## config.mk

```make
export PLATFORM = sky130hd
export DESIGN_NAME = config_status_option_regs
export DESIGN_NICKNAME = d
export VERILOG_FILES = /design/src/core/sync2.v /design/src/core/wdog_timer.v /design/src/core/config_status_option_regs.v
export VERILOG_INCLUDE_DIRS = /design/src /design/src/core
export SDC_FILE = /design/constraint.sdc
export NUM_CORES = 1
export LEC_CHECK = 0
export ABC_AREA = 1
export BUFFER_PORTS_ARGS = -buffer_cell sky130_fd_sc_hd__clkbuf_2
export CAP_MARGIN = 20
export CELL_PAD_IN_SITES_DETAIL_PLACEMENT = 0
export CELL_PAD_IN_SITES_GLOBAL_PLACEMENT = 1
export CORE_UTILIZATION = 45
export CTS_CLUSTER_SIZE = 14
export DETAILED_ROUTE_END_ITERATION = 16
export PLACE_DENSITY = 0.95
export SETUP_SLACK_MARGIN = 0.15
export SYNTH_ARGS = -nofsm -noshare
export SYNTH_HDL_FRONTEND = slang
export SYNTH_SLANG_ARGS = --single-unit
```

## constraint.sdc

```tcl
create_clock -name CLK_IN -period 3.45 [get_ports CLK_IN]
set_input_delay 0.69 -clock CLK_IN [delete_from_list [all_inputs] [get_ports CLK_IN]]
set_output_delay 0.69 -clock CLK_IN [all_outputs]
set_load 0.005 [all_outputs]
```

## src/core/cfg_regs_map.vh

```
// register map of the configuration status and option bank
// assumes an 8-bit byte address, one aligned 32-bit word each
`ifndef CFG_REGS_MAP_VH
`define CFG_REGS_MAP_VH
// byte offsets
`define OFS_STATUS     8'h00
`define OFS_WATCHDOG   8'h04
`define OFS_FRAME      8'h08
`define OFS_FLASH      8'h0c
`define OFS_UPSET_CTL  8'h10
`define OFS_UPSET_STS  8'h14
// status fields
`define ST_PR_OVER     29
`define ST_PR_ERR      28
`define ST_OVER_TEMP   27
`define ST_X32         26
`define ST_X16         25
`define ST_X8          24
`define ST_IPAR_HI     23
`define ST_IPAR_LO     22
`define ST_FALLBACK    21
`define ST_PLL_LOCK    19
`define ST_GWEN        18
`define ST_GRSN        17
`define ST_GOUTEN      16
`define ST_GLOGEN_FB   15
`define ST_GLOGEN      14
`define ST_DONE_PIN    13
`define ST_DONE        12
`define ST_INIT_PIN    11
`define ST_INIT_DONE   10
`define ST_MODE_HI     9
`define ST_MODE_LO     7
`define ST_WAKEDOWN    6
`define ST_WAKEUP      5
`define ST_TIMEOUT     4
`define ST_RBCRC       3
`define ST_AUTH        2
`define ST_CRC         1
`define ST_ID          0
// parallel width codes on the detect input
`define PW_X8          2'h1
`define PW_X16         2'h2
`define PW_X32         2'h3
// watchdog fields
`define WATCHDOG_USER_MODE_ENABLE     31
`define WATCHDOG_CONFIG_MODE_ENABLE      30
`define WD_VAL_HI      29
`define WD_VAL_LO      0
`define WD_VAL_RST     30'h3fffffff
// frame start fields and valid range
`define FR_TYPE_HI     26
`define FR_TYPE_LO     25
`define FR_REG_HI      24
`define FR_REG_LO      20
`define FR_COL_HI      17
`define FR_COL_LO      10
`define FR_FRM_HI      7
`define FR_FRM_LO      0
`define FR_TYPE_NONBRAM 2'h0
`define FR_TYPE_BRAM   2'h1
`define FR_REG_MAX     5'h0f
`define FR_COL_MAX     8'hc7
`define FR_FRM_MAX     8'h3f
// flash option fields
`define FL_EXT_CLK     31
`define FL_EDGE        30
`define FL_ADDR32      10
`define FL_BUS_HI      9
`define FL_BUS_LO      8
`define FL_OP_HI       7
`define FL_OP_LO       0
`define FL_OP_RST      8'h0b
// upset control and status fields
`define UC_DETECT      1
`define UC_RBCRC       0
`define US_DR_OVER     16
`define US_DR_ERR      15
`define US_IDX_HI      14
`define US_IDX_LO      3
`define US_DED         2
`define US_SEC         1
`define US_OVER        0
`endif

```

## src/core/sync2.v

```verilog
// two flip-flop synchroniser for slow pin levels
// assumes the inputs are levels, not pulses
`timescale 1ns/1ps
`default_nettype none
module sync2 #(
  parameter W = 1
) (
  input  wire         clk_in,
  input  wire         rst_b_in,
  input  wire [W-1:0] d_in,
  output reg  [W-1:0] q_out
);
  reg [W-1:0] meta;

  // first stage feeds only the second
  always @(posedge clk_in or negedge rst_b_in)
  begin
    if (!rst_b_in)
    begin
      meta  <= {W{1'b0}};
      q_out <= {W{1'b0}};
    end
    else
    begin
      meta  <= d_in;
      q_out <= meta;
    end
  end
endmodule
`default_nettype wire

```

## src/core/wdog_timer.v

```verilog
// watchdog counter: pulses once when count reaches the limit
// assumes limit and enable come from registers on the same clock
`timescale 1ns/1ps
`default_nettype none
module wdog_timer (
  input  wire        clk_in,
  input  wire        rst_b_in,
  input  wire        enable_in,
  input  wire        kick_in,
  input  wire [29:0] limit_in,
  output reg         expire_out
);
  reg [29:0] count;

  // restart on kick or while disabled, so enabling starts fresh
  always @(posedge clk_in or negedge rst_b_in)
  begin
    if (!rst_b_in)
    begin
      count      <= 30'h0;
      expire_out <= 1'b0;
    end
    else
    begin
      expire_out <= 1'b0;
      if (!enable_in || kick_in)
        count <= 30'h0;
      else if (count >= limit_in)
      begin
        count      <= 30'h0;
        expire_out <= 1'b1;
      end
      else
        count <= count + 30'h1;
    end
  end
endmodule
`default_nettype wire

```

## src/core/config_status_option_regs.v

```verilog
// configuration status, watchdog, frame start, flash option and
// upset registers behind a plain strobe port
// assumes status inputs come from logic on CLK_IN, except the
// done and init pins which are synchronised here
`timescale 1ns/1ps
`default_nettype none
`include "cfg_regs_map.vh"
module config_status_option_regs (
  input  wire        CLK_IN,
  input  wire        RST_B_IN,
  // register port
  input  wire [7:0]  ADDR_IN,
  input  wire [31:0] WDATA_IN,
  input  wire        WR_IN,
  input  wire        RD_IN,
  output reg  [31:0] RDATA_OUT,
  // configuration core state
  input  wire        PR_OVER_IN,
  input  wire        PR_ERR_IN,
  input  wire        OVER_TEMP_IN,
  input  wire [1:0]  PAR_WIDTH_IN,
  input  wire [1:0]  IPAR_WIDTH_IN,
  input  wire        FALLBACK_IN,
  input  wire        PLL_LOCK_IN,
  input  wire        GWEN_IN,
  input  wire        GRSN_IN,
  input  wire        GOUTEN_IN,
  input  wire        GLOGEN_FB_IN,
  input  wire        GLOGEN_IN,
  input  wire        DONE_PIN_IN,
  input  wire        WAKEUP_OK_IN,
  input  wire        INIT_FLAG_PIN_IN,
  input  wire        INIT_DONE_IN,
  input  wire [2:0]  MODE_IN,
  input  wire        WAKEDOWN_OVER_IN,
  input  wire        WAKEUP_OVER_IN,
  input  wire        RBCRC_ERR_IN,
  input  wire        AUTH_ERR_IN,
  input  wire        CRC_ERR_IN,
  input  wire        ID_ERR_IN,
  // watchdog
  input  wire        USER_MODE_IN,
  input  wire        WDOG_KICK_IN,
  output reg         WDOG_TIMEOUT_OUT,
  // frame start pointer
  output reg  [1:0]  FRAME_TYPE_OUT,
  output reg  [4:0]  FRAME_REGION_OUT,
  output reg  [7:0]  FRAME_COLUMN_OUT,
  output reg  [7:0]  FRAME_INDEX_OUT,
  // master flash options
  output reg         FLASH_EXT_CLK_OUT,
  output reg         FLASH_FALL_EDGE_OUT,
  output reg         FLASH_ADDR32_OUT,
  output reg  [1:0]  FLASH_BUS_WIDTH_OUT,
  output reg  [7:0]  FLASH_OPCODE_OUT,
  // upset control and results
  output reg         UPSET_DETECT_EN_OUT,
  output reg         UPSET_RBCRC_EN_OUT,
  input  wire        UPSET_DONE_IN,
  input  wire        UPSET_SEC_IN,
  input  wire        UPSET_DED_IN,
  input  wire [11:0] UPSET_INDEX_IN,
  input  wire        DR_OVER_IN,
  input  wire        DR_ERR_IN
);
  // watchdog fields
  reg         watchdog_user_mode_enable;
  reg         watchdog_config_mode_enable;
  reg  [29:0] watchdog_timeout_count;
  reg         timeout_flag;
  // captured status
  reg  [31:0] status_word;
  reg  [16:0] upset_word;
  // pin levels after two flops
  wire [1:0]  pin_sync;
  wire        wd_expire;
  wire        wd_enable;
  wire        wr_watchdog;
  wire        wr_frame;
  wire        frame_ok;
  reg  [31:0] next_rdata;
  reg         par_width_32_flag;
  reg         par_width_16_flag;
  reg         par_width_8_flag;

  // done and init pins come from outside the clock domain
  sync2 #(
    .W (2)
  ) u_pins (
    .clk_in   (CLK_IN),
    .rst_b_in (RST_B_IN),
    .d_in     ({DONE_PIN_IN, INIT_FLAG_PIN_IN}),
    .q_out    (pin_sync)
  );

  // width flags: exactly one set for a detected width
  always @*
  begin
    par_width_32_flag = (PAR_WIDTH_IN == `PW_X32);
    par_width_16_flag = (PAR_WIDTH_IN == `PW_X16);
    par_width_8_flag  = (PAR_WIDTH_IN == `PW_X8);
  end

  // status word snapshot, one cycle behind its sources, three behind the done and init pins
  always @(posedge CLK_IN or negedge RST_B_IN)
  begin
    if (!RST_B_IN)
      status_word <= 32'h00000000;
    else
    begin
      status_word                 <= 32'h00000000;
      status_word[`ST_PR_OVER]    <= PR_OVER_IN;
      status_word[`ST_PR_ERR]     <= PR_ERR_IN;
      status_word[`ST_OVER_TEMP]  <= OVER_TEMP_IN;
      status_word[`ST_X32]        <= par_width_32_flag;
      status_word[`ST_X16]        <= par_width_16_flag;
      status_word[`ST_X8]         <= par_width_8_flag;
      status_word[`ST_IPAR_HI:`ST_IPAR_LO] <= IPAR_WIDTH_IN;
      status_word[`ST_FALLBACK]   <= FALLBACK_IN;
      status_word[`ST_PLL_LOCK]   <= PLL_LOCK_IN;
      status_word[`ST_GWEN]       <= GWEN_IN;
      status_word[`ST_GRSN]       <= GRSN_IN;
      status_word[`ST_GOUTEN]     <= GOUTEN_IN;
      status_word[`ST_GLOGEN_FB]  <= GLOGEN_FB_IN;
      status_word[`ST_GLOGEN]     <= GLOGEN_IN;
      status_word[`ST_DONE_PIN]   <= pin_sync[1];
      status_word[`ST_DONE]       <= WAKEUP_OK_IN;
      status_word[`ST_INIT_PIN]   <= pin_sync[0];
      status_word[`ST_INIT_DONE]  <= INIT_DONE_IN;
      status_word[`ST_MODE_HI:`ST_MODE_LO] <= MODE_IN;
      status_word[`ST_WAKEDOWN]   <= WAKEDOWN_OVER_IN;
      status_word[`ST_WAKEUP]     <= WAKEUP_OVER_IN;
      status_word[`ST_RBCRC]      <= RBCRC_ERR_IN;
      status_word[`ST_AUTH]       <= AUTH_ERR_IN;
      status_word[`ST_CRC]        <= CRC_ERR_IN;
      status_word[`ST_ID]         <= ID_ERR_IN;
    end
  end

  // the enable that matches the present mode drives the timer
  assign wd_enable = USER_MODE_IN ? watchdog_user_mode_enable
                                  : watchdog_config_mode_enable;
  assign wr_watchdog = WR_IN && (ADDR_IN == `OFS_WATCHDOG);

  // a write to the watchdog counts as service too
  wdog_timer u_wdog (
    .clk_in     (CLK_IN),
    .rst_b_in   (RST_B_IN),
    .enable_in  (wd_enable),
    .kick_in    (WDOG_KICK_IN || wr_watchdog),
    .limit_in   (watchdog_timeout_count),
    .expire_out (wd_expire)
  );

  // watchdog register
  always @(posedge CLK_IN or negedge RST_B_IN)
  begin
    if (!RST_B_IN)
    begin
      watchdog_user_mode_enable   <= 1'b0;
      watchdog_config_mode_enable <= 1'b0;
      watchdog_timeout_count      <= `WD_VAL_RST;
    end
    else if (wr_watchdog)
    begin
      watchdog_user_mode_enable   <= WDATA_IN[`WATCHDOG_USER_MODE_ENABLE];
      watchdog_config_mode_enable <= WDATA_IN[`WATCHDOG_CONFIG_MODE_ENABLE];
      watchdog_timeout_count      <= WDATA_IN[`WD_VAL_HI:`WD_VAL_LO];
    end
  end

  // sticky timeout: a watchdog write clears it, expiry wins
  always @(posedge CLK_IN or negedge RST_B_IN)
  begin
    if (!RST_B_IN)
    begin
      timeout_flag     <= 1'b0;
      WDOG_TIMEOUT_OUT <= 1'b0;
    end
    else
    begin
      if (wd_expire)
        timeout_flag <= 1'b1;
      else if (wr_watchdog)
        timeout_flag <= 1'b0;
      WDOG_TIMEOUT_OUT <= wd_expire;
    end
  end

  // range check; a bad word is dropped whole so the pointer
  // never names a frame that does not exist
  assign frame_ok =
    (WDATA_IN[`FR_REG_HI:`FR_REG_LO] <= `FR_REG_MAX) &&
    (WDATA_IN[`FR_COL_HI:`FR_COL_LO] <= `FR_COL_MAX) &&
    (WDATA_IN[`FR_FRM_HI:`FR_FRM_LO] <= `FR_FRM_MAX) &&
    !WDATA_IN[`FR_TYPE_HI];
  assign wr_frame = WR_IN && (ADDR_IN == `OFS_FRAME);

  // frame start pointer
  always @(posedge CLK_IN or negedge RST_B_IN)
  begin
    if (!RST_B_IN)
    begin
      FRAME_TYPE_OUT   <= `FR_TYPE_NONBRAM;
      FRAME_REGION_OUT <= 5'h00;
      FRAME_COLUMN_OUT <= 8'h00;
      FRAME_INDEX_OUT  <= 8'h00;
    end
    else if (wr_frame && frame_ok)
    begin
      FRAME_TYPE_OUT   <= WDATA_IN[`FR_TYPE_HI:`FR_TYPE_LO];
      FRAME_REGION_OUT <= WDATA_IN[`FR_REG_HI:`FR_REG_LO];
      FRAME_COLUMN_OUT <= WDATA_IN[`FR_COL_HI:`FR_COL_LO];
      FRAME_INDEX_OUT  <= WDATA_IN[`FR_FRM_HI:`FR_FRM_LO];
    end
  end

  // master flash options
  always @(posedge CLK_IN or negedge RST_B_IN)
  begin
    if (!RST_B_IN)
    begin
      FLASH_EXT_CLK_OUT   <= 1'b0;
      FLASH_FALL_EDGE_OUT <= 1'b0;
      FLASH_ADDR32_OUT    <= 1'b0;
      FLASH_BUS_WIDTH_OUT <= 2'h0;
      FLASH_OPCODE_OUT    <= `FL_OP_RST;
    end
    else if (WR_IN && (ADDR_IN == `OFS_FLASH))
    begin
      FLASH_EXT_CLK_OUT   <= WDATA_IN[`FL_EXT_CLK];
      FLASH_FALL_EDGE_OUT <= WDATA_IN[`FL_EDGE];
      FLASH_ADDR32_OUT    <= WDATA_IN[`FL_ADDR32];
      FLASH_BUS_WIDTH_OUT <= WDATA_IN[`FL_BUS_HI:`FL_BUS_LO];
      FLASH_OPCODE_OUT    <= WDATA_IN[`FL_OP_HI:`FL_OP_LO];
    end
  end

  // upset control
  always @(posedge CLK_IN or negedge RST_B_IN)
  begin
    if (!RST_B_IN)
    begin
      UPSET_DETECT_EN_OUT <= 1'b0;
      UPSET_RBCRC_EN_OUT  <= 1'b0;
    end
    else if (WR_IN && (ADDR_IN == `OFS_UPSET_CTL))
    begin
      UPSET_DETECT_EN_OUT <= WDATA_IN[`UC_DETECT];
      UPSET_RBCRC_EN_OUT  <= WDATA_IN[`UC_RBCRC];
    end
  end

  // upset results; index only moves on a single-bit upset so
  // software still sees the last position after a clean pass
  always @(posedge CLK_IN or negedge RST_B_IN)
  begin
    if (!RST_B_IN)
      upset_word <= 17'h00000;
    else
    begin
      upset_word[`US_DR_OVER] <= DR_OVER_IN;
      upset_word[`US_DR_ERR]  <= DR_ERR_IN;
      upset_word[`US_DED]     <= UPSET_DED_IN;
      upset_word[`US_SEC]     <= UPSET_SEC_IN;
      upset_word[`US_OVER]    <= UPSET_DONE_IN;
      if (UPSET_SEC_IN)
        upset_word[`US_IDX_HI:`US_IDX_LO] <= UPSET_INDEX_IN;
    end
  end

  // read mux; unmapped words and reserved bits read zero
  always @*
  begin
    next_rdata = 32'h00000000;
    case (ADDR_IN)
      `OFS_STATUS:
      begin
        next_rdata = status_word;
        next_rdata[`ST_TIMEOUT] = timeout_flag;
      end
      `OFS_WATCHDOG:
        next_rdata = {watchdog_user_mode_enable,
                      watchdog_config_mode_enable,
                      watchdog_timeout_count};
      `OFS_FRAME:
        next_rdata = {5'h00, FRAME_TYPE_OUT, FRAME_REGION_OUT,
                      2'h0, FRAME_COLUMN_OUT, 2'h0,
                      FRAME_INDEX_OUT};
      `OFS_FLASH:
        next_rdata = {FLASH_EXT_CLK_OUT, FLASH_FALL_EDGE_OUT,
                      19'h00000, FLASH_ADDR32_OUT,
                      FLASH_BUS_WIDTH_OUT, FLASH_OPCODE_OUT};
      `OFS_UPSET_CTL:
        next_rdata = {30'h00000000, UPSET_DETECT_EN_OUT,
                      UPSET_RBCRC_EN_OUT};
      `OFS_UPSET_STS:
        next_rdata = {15'h0000, upset_word};
      default:
        next_rdata = 32'h00000000;
    endcase
  end

  // read data stands only in the cycle after the strobe
  always @(posedge CLK_IN or negedge RST_B_IN)
  begin
    if (!RST_B_IN)
      RDATA_OUT <= 32'h00000000;
    else if (RD_IN)
      RDATA_OUT <= next_rdata;
    else
      RDATA_OUT <= 32'h00000000;
  end
endmodule
`default_nettype wire

```

# Word-level counts from Yosys, hierarchy flattened
# Cells that the tools add are included.
[word_totals]
word_cells = 60
ff_bits = 184
out_inout_bits = 71
input_bits = 90
[classes]
n_reduce_logical = 14
n_lt_le_gt_ge = 4
muxes = 9
n_eq_ne = 8
n_addsub = 1
[op_table]
columns = ["op", "count"]
rows = [
  ["32-bit one-hot mux with 6 select lines", 1],
  ["30-bit two-way mux", 2],
  ["32-bit two-way mux", 1],
  ["30-bit by 1-bit adder with 30-bit output (second input constant)", 1],
  ["30-bit >= comparator", 1],
  ["8-bit by 4-bit == test with 1-bit output (second input constant)", 2],
  ["8-bit by 5-bit == test with 1-bit output (second input constant)", 2],
  ["8-bit by 3-bit == test with 1-bit output (second input constant)", 1],
  ["8-bit by 6-bit <= comparator with 1-bit output (second input constant)", 1],
  ["8-bit <= comparator (second input constant)", 1],
  ["1-bit logical AND", 8],
  ["8-bit logical NOT", 1],
  ["5-bit by 4-bit <= comparator with 1-bit output (second input constant)", 1],
  ["1-bit two-way mux", 5],
  ["2-bit == test (second input constant)", 2],
  ["2-bit by 1-bit == test with 1-bit output (second input constant)", 1],
  ["1-bit logical NOT", 2],
  ["1-bit logical OR", 2],
  ["2-bit nonzero test", 1],
]

# Logic depth before layout (Yosys ltp)
[depth]
word_depth = 5
mapped_depth = 13
mapped_depth_nobuf = 12

# Hierarchy
# A second synthesis with hierarchy kept.
[hier_totals]
cells_unflattened = 1029
hier_area_um2 = 8897.3
[modules_own_cells]
columns = ["module", "n_inst", "cells_per_inst", "seq_area_each_um2", "area_per_inst_um2"]
rows = [
  ["config_status_option_regs", 1, 648, 3769.9, 6197.2],
  ["wdog_timer", 1, 377, 775.7, 2600.0],
  ["sync2", 1, 4, 100.1, 100.1],
]

# Worst setup path after synthesis
# No wires, ideal clock.
[synth_timing]
kind = "input to register"
startpoint = "in ADDR_IN[5]"
endpoint = "reg FRAME_INDEX_OUT[5]"
setup_ps = 126
path_buffers = 2
stages = 10
arrival_time_ps = 1743
setup_slack_ps = 1581
cell_sequence = "nor2_1 > nand2_2 > nor2_8 > nand3_4 > nor2_2 > nand2_1 > buf_2 > buf_6 > nand2_1 > o21ai_1"
[synth_via]
elab_chain_len = 3
[synth_lines]
columns = ["element", "line", "text"]
rows = [
  ["start: declaration", "config_status_option_regs.v:12", "input wire [7:0] ADDR_IN,"],
  ["8-bit by 4-bit == test with 1-bit output (no source line)", "-", ""],
  ["1-bit logical AND", "config_status_option_regs.v:197", "assign wr_frame = WR_IN && (ADDR_IN == `OFS_FRAME);"],
  ["1-bit logical AND", "config_status_option_regs.v:209", "else if (wr_frame && frame_ok)"],
  ["end signal: assignment", "config_status_option_regs.v:214", "FRAME_INDEX_OUT <= WDATA_IN[`FR_FRM_HI:`FR_FRM_LO];"],
  ["end: declaration", "config_status_option_regs.v:49", "output reg [7:0] FRAME_INDEX_OUT,"],
]
# Every way passes these cells.
# A chain may end at the register's enable or synchronous reset.

# Final worst setup path
[layout_timing]
startpoint = "reg watchdog_timeout_count[25]"
endpoint = "reg u_wdog.count[13]"
[layout_via]
elab_chain_len = 3
[layout_lines]
columns = ["element", "line", "text"]
rows = [
  ["start: declaration", "config_status_option_regs.v:69", "reg [29:0] watchdog_timeout_count;"],
  ["start signal: assignment", "config_status_option_regs.v:162", "watchdog_timeout_count <= `WD_VAL_RST;"],
  ["start signal: assignment", "config_status_option_regs.v:168", "watchdog_timeout_count <= WDATA_IN[`WD_VAL_HI:`WD_VAL_LO];"],
  ["30-bit >= comparator", "wdog_timer.v:28", "else if (count >= limit_in)"],
  ["30-bit two-way mux", "wdog_timer.v:28", ""],
  ["30-bit two-way mux", "wdog_timer.v:26", "if (!enable_in || kick_in)"],
  ["end signal: assignment", "wdog_timer.v:34", "count <= count + 30'h1;"],
  ["end: declaration", "wdog_timer.v:13", "reg [29:0] count;"],
]
# Every way passes these cells.

==> results.py <==
metrics = {
    "worst_setup_path": {
        "cpPeakStageDelay_ns": 0.53,
        "path_class": "reg2reg",
        "start_kind": "flip-flop",
        "critPathRequiredTime_ns": 3.75,
        "cp_num_buf_inv": 2,
        "critical-path-slowest-cell": "dfstp_2",
        "crit_family": "simple AND/OR/NAND/NOR gates",
        "critPathCaptureType": "flip-flop",
        "r2r_start": "watchdog_timeout_count[25]$_DFFE_PN1P_",
        "path_cells": "inv_1, ha_1, nand2_1, nor2_1, nand2_1, nor2_1, nand2_1, nand2_1, nor2_1, nand3_1, buf_4, nor2_1",
        "critPathMaxFanout": 30,
        "worstPathArrival_ns": 2.56,
        "rrSetupSlack_ns": 1.19,
        "crit_path_start": "watchdog_timeout_count[25]$_DFFE_PN1P_",
    },
    "drt": {
        "wl_per_cell_um": 15.54,
        "drt_iter0_drc": 490,
        "firstDrtPassIters": 5,
        "drc_errors": 0,
        "viasPerCell": 4.996,
        "num_vias": 6970,
        "wirelength_mm": 21.68,
        "ant_nets": 0,
    },
    "die": {
        "die_w_um": 139.7,
        "coreArea_um2": 18270,
        "die_h_um": 139.7,
        "top_level_ports": 161,
        "rows": 49,
        "start_util_pct": 46.68,
        "die-area_um2": 19510,
    },
    "clock_tree": {
        "clkTransAtPathRegs_ns": 0.07,
        "cts.sinks": 184,
        "cts_resized": 0,
        "cts_hold_buf": 0,
        "numCtsBuffers": 17,
        "ctsHtreeMaxLevel": 4,
        "tritoncts": "yes",
        "clock_latency_ns": 0.43,
        "post_cts_buffers": 0,
        "root_buffer": "clkbuf_16",
        "cts_buffer_depth": 2,
    },
    "timing": {
        "relSlewSlack_pct": 44.44,
        "rsz0062_at_grt": "no",
        "worstMarginPinSlew_ns": 0.8271,
        "maxSlewViolCount": 0,
        "fmax_mhz": 442.4,
        "fin_ws_ns": 1.190,
        "fin_setup_tns_ns": 0,
        "period_minus_slack_ns": 2.260,
        "final_hold_viol_count": 0,
        "clock_skew_ns": 0.009068,
        "hold_slack_ns": 0.2700,
        "fin_crit_sh_pct": 65.52,
        "finalSetupViolCount": 0,
    },
    "finish": {
        "multi_input_area_um2": 3204,
        "diodes": 0,
        "final_cells": 1395,
        "postLayoutCoreUtil_pct": 55.39,
        "fillerInstances": 1718,
        "area_delta_synth_final_pct": 18.66,
        "regArea_um2": 4646,
        "drive_above_1_share_pct": 21.44,
        "layout_common_cells": "nand2_1, clkbuf_2, dfrtp_1",
        "finalNetCount": 1274,
        "fin_area_um2": 10120,
        "layout_commonest_cell": "nand2_1",
    },
    "worst_hold_path": {
        "hold_class": "in2async",
    },
    "synth": {
        "synth-seq-cells": 184,
        "synth_cell_type_count": 35,
        "synth_cells": 993,
        "ys.flop_type": "dfrtp_1",
        "syn_nets": 1114,
        "async_reset_ff_share_pct": 100.0,
        "syn_area_per_cell_um2": 8.588,
        "syn-cell-area_um2": 8528,
        "ys_seq_area_share_pct": 54.47,
        "ys_warn_count": 0,
        "synth_edf_count": 0,
    },
    "power": {
        "p_per_area_nw_per_um2": 442.4,
        "p_sw_share_pct": 23.42,
        "p_comb_share_pct": 6.1,
        "ir_drop_mv": 0.3163,
        "power.total_mw": 4.477,
        "clock_power_share_pct": 43.2,
        "seq_power_share_pct": 50.7,
        "switchingPower_mw": 1.048,
        "p_int_mw": 3.428,
        "leakagePower_nw": 4.904,
    },
    "placement": {
        "pre_cts_ws_ns": 0.9114,
        "dpl_cell_area_um2": 9533,
        "post-place-cells": 1363,
        "io_buffers": 160,
        "dp_hpwl_mm": 16.13,
        "gp_congestion": 0.9216,
    },
    "global_route": {
        "antenna_found_initial": 0,
        "grt_pass1_wl_mm": 35.38,
        "grt_max_degree": 74,
        "grt_usage_pct": 23.41,
        "gr-total-overflow": 0,
        "first_global_vias": 6872,
    },
    "outcome": {
        "status": "completed",
    },
    "job": {
        "maxCapViolCount": 0,
    },
}
## synth_stat cells (all sizes together), types with 5 or more instances
| master | instances | area (um^2) |
|---|---|---|
| ha | 31 | 387.9 |
| nor2 | 136 | 546.8 |
| o21ai | 97 | 485.5 |
| nand4 | 5 | 31.28 |
| a21oi | 24 | 120.1 |
| xor2 | 17 | 148.9 |
| o211ai | 13 | 97.59 |
| clkbuf | 5 | 18.77 |
| nor3 | 20 | 110.1 |
| dfstp | 33 | 867.1 |
| dfrtp | 151 | 3779 |
| buf | 24 | 166.4 |
| xnor2 | 8 | 70.07 |
| nand2 | 259 | 979.7 |
| inv | 133 | 499.2 |
| nand3 | 30 | 167.7 |
## routing by layer
layer,track usage (%),share of wire (%),up-vias
met4,6.767,1.1,0
met1,32.45,46,3329
met5,0,0,-
met2,37.11,47,209
met3,4.921,5.6,20
li1,-,-,3412
## flip-flops by register name (all words and copies together), names as in the netlist, 2 cells and up
signal,count
RDATA_OUT,32
FRAME_REGION_OUT,5
FLASH_OPCODE_OUT,8
FLASH_BUS_WIDTH_OUT,2
upset_word,17
watchdog_timeout_count,30
u_pins.meta,2
status_word,28
u_wdog.count,30
u_pins.q_out,2
FRAME_TYPE_OUT,2
FRAME_INDEX_OUT,8
FRAME_COLUMN_OUT,8
## logic make-up after synthesis
kind of cell	after synthesis	share of synthesized area [%]
adders and majority gates	31	4.548
DFF	184	54.47
xor gates and xnor gates	25	2.567
muxes	1	0.1174
buffers and inverters	162	8.025
AOI/OAI and AO/OA	136	8.421
and+or+nand+nor	454	21.85
## final timing paths
path | endpoint | depth (start not counted)
max reg2reg | u_wdog.count[13]$_DFF_PN0_ | 12
max | u_wdog.count[13]$_DFF_PN0_ | 12
min reg2reg | status_word[13]$_DFF_PN0_ | 0
min in group CLK_IN | status_word[13]$_DFF_PN0_ | 0
min | RDATA_OUT[27]$_DFF_PN0_ | 1
max in group asynchronous | watchdog_timeout_count[16]$_DFFE_PN1P_ | 2
## power by group through the flow
stage | logic [mW] | registers [mW] | clock network (mW)
finish | 0.273 | 2.27 | 1.93
global route | 0.314 | 2.28 | 2.05
CTS | 0.277 | 2.27 | 1.96
detailed placement | 0.275 | 2.31 | 0
global placement | 0.270 | 2.31 | 0
floorplan | 0.118 | 2.30 | 0
## layout make-up
cell class,count,share of cell area (%)
Sequential cell,184,45.91
Multi-Input combinational cell,647,31.66
Timing Repair Buffer,170,8.865
Inverter,133,4.933
Clock buffer,23,4.921
Tap cell,229,2.831
Clock inverter,9,0.8778
No activity file was read; power rests on OpenSTA's default activity.
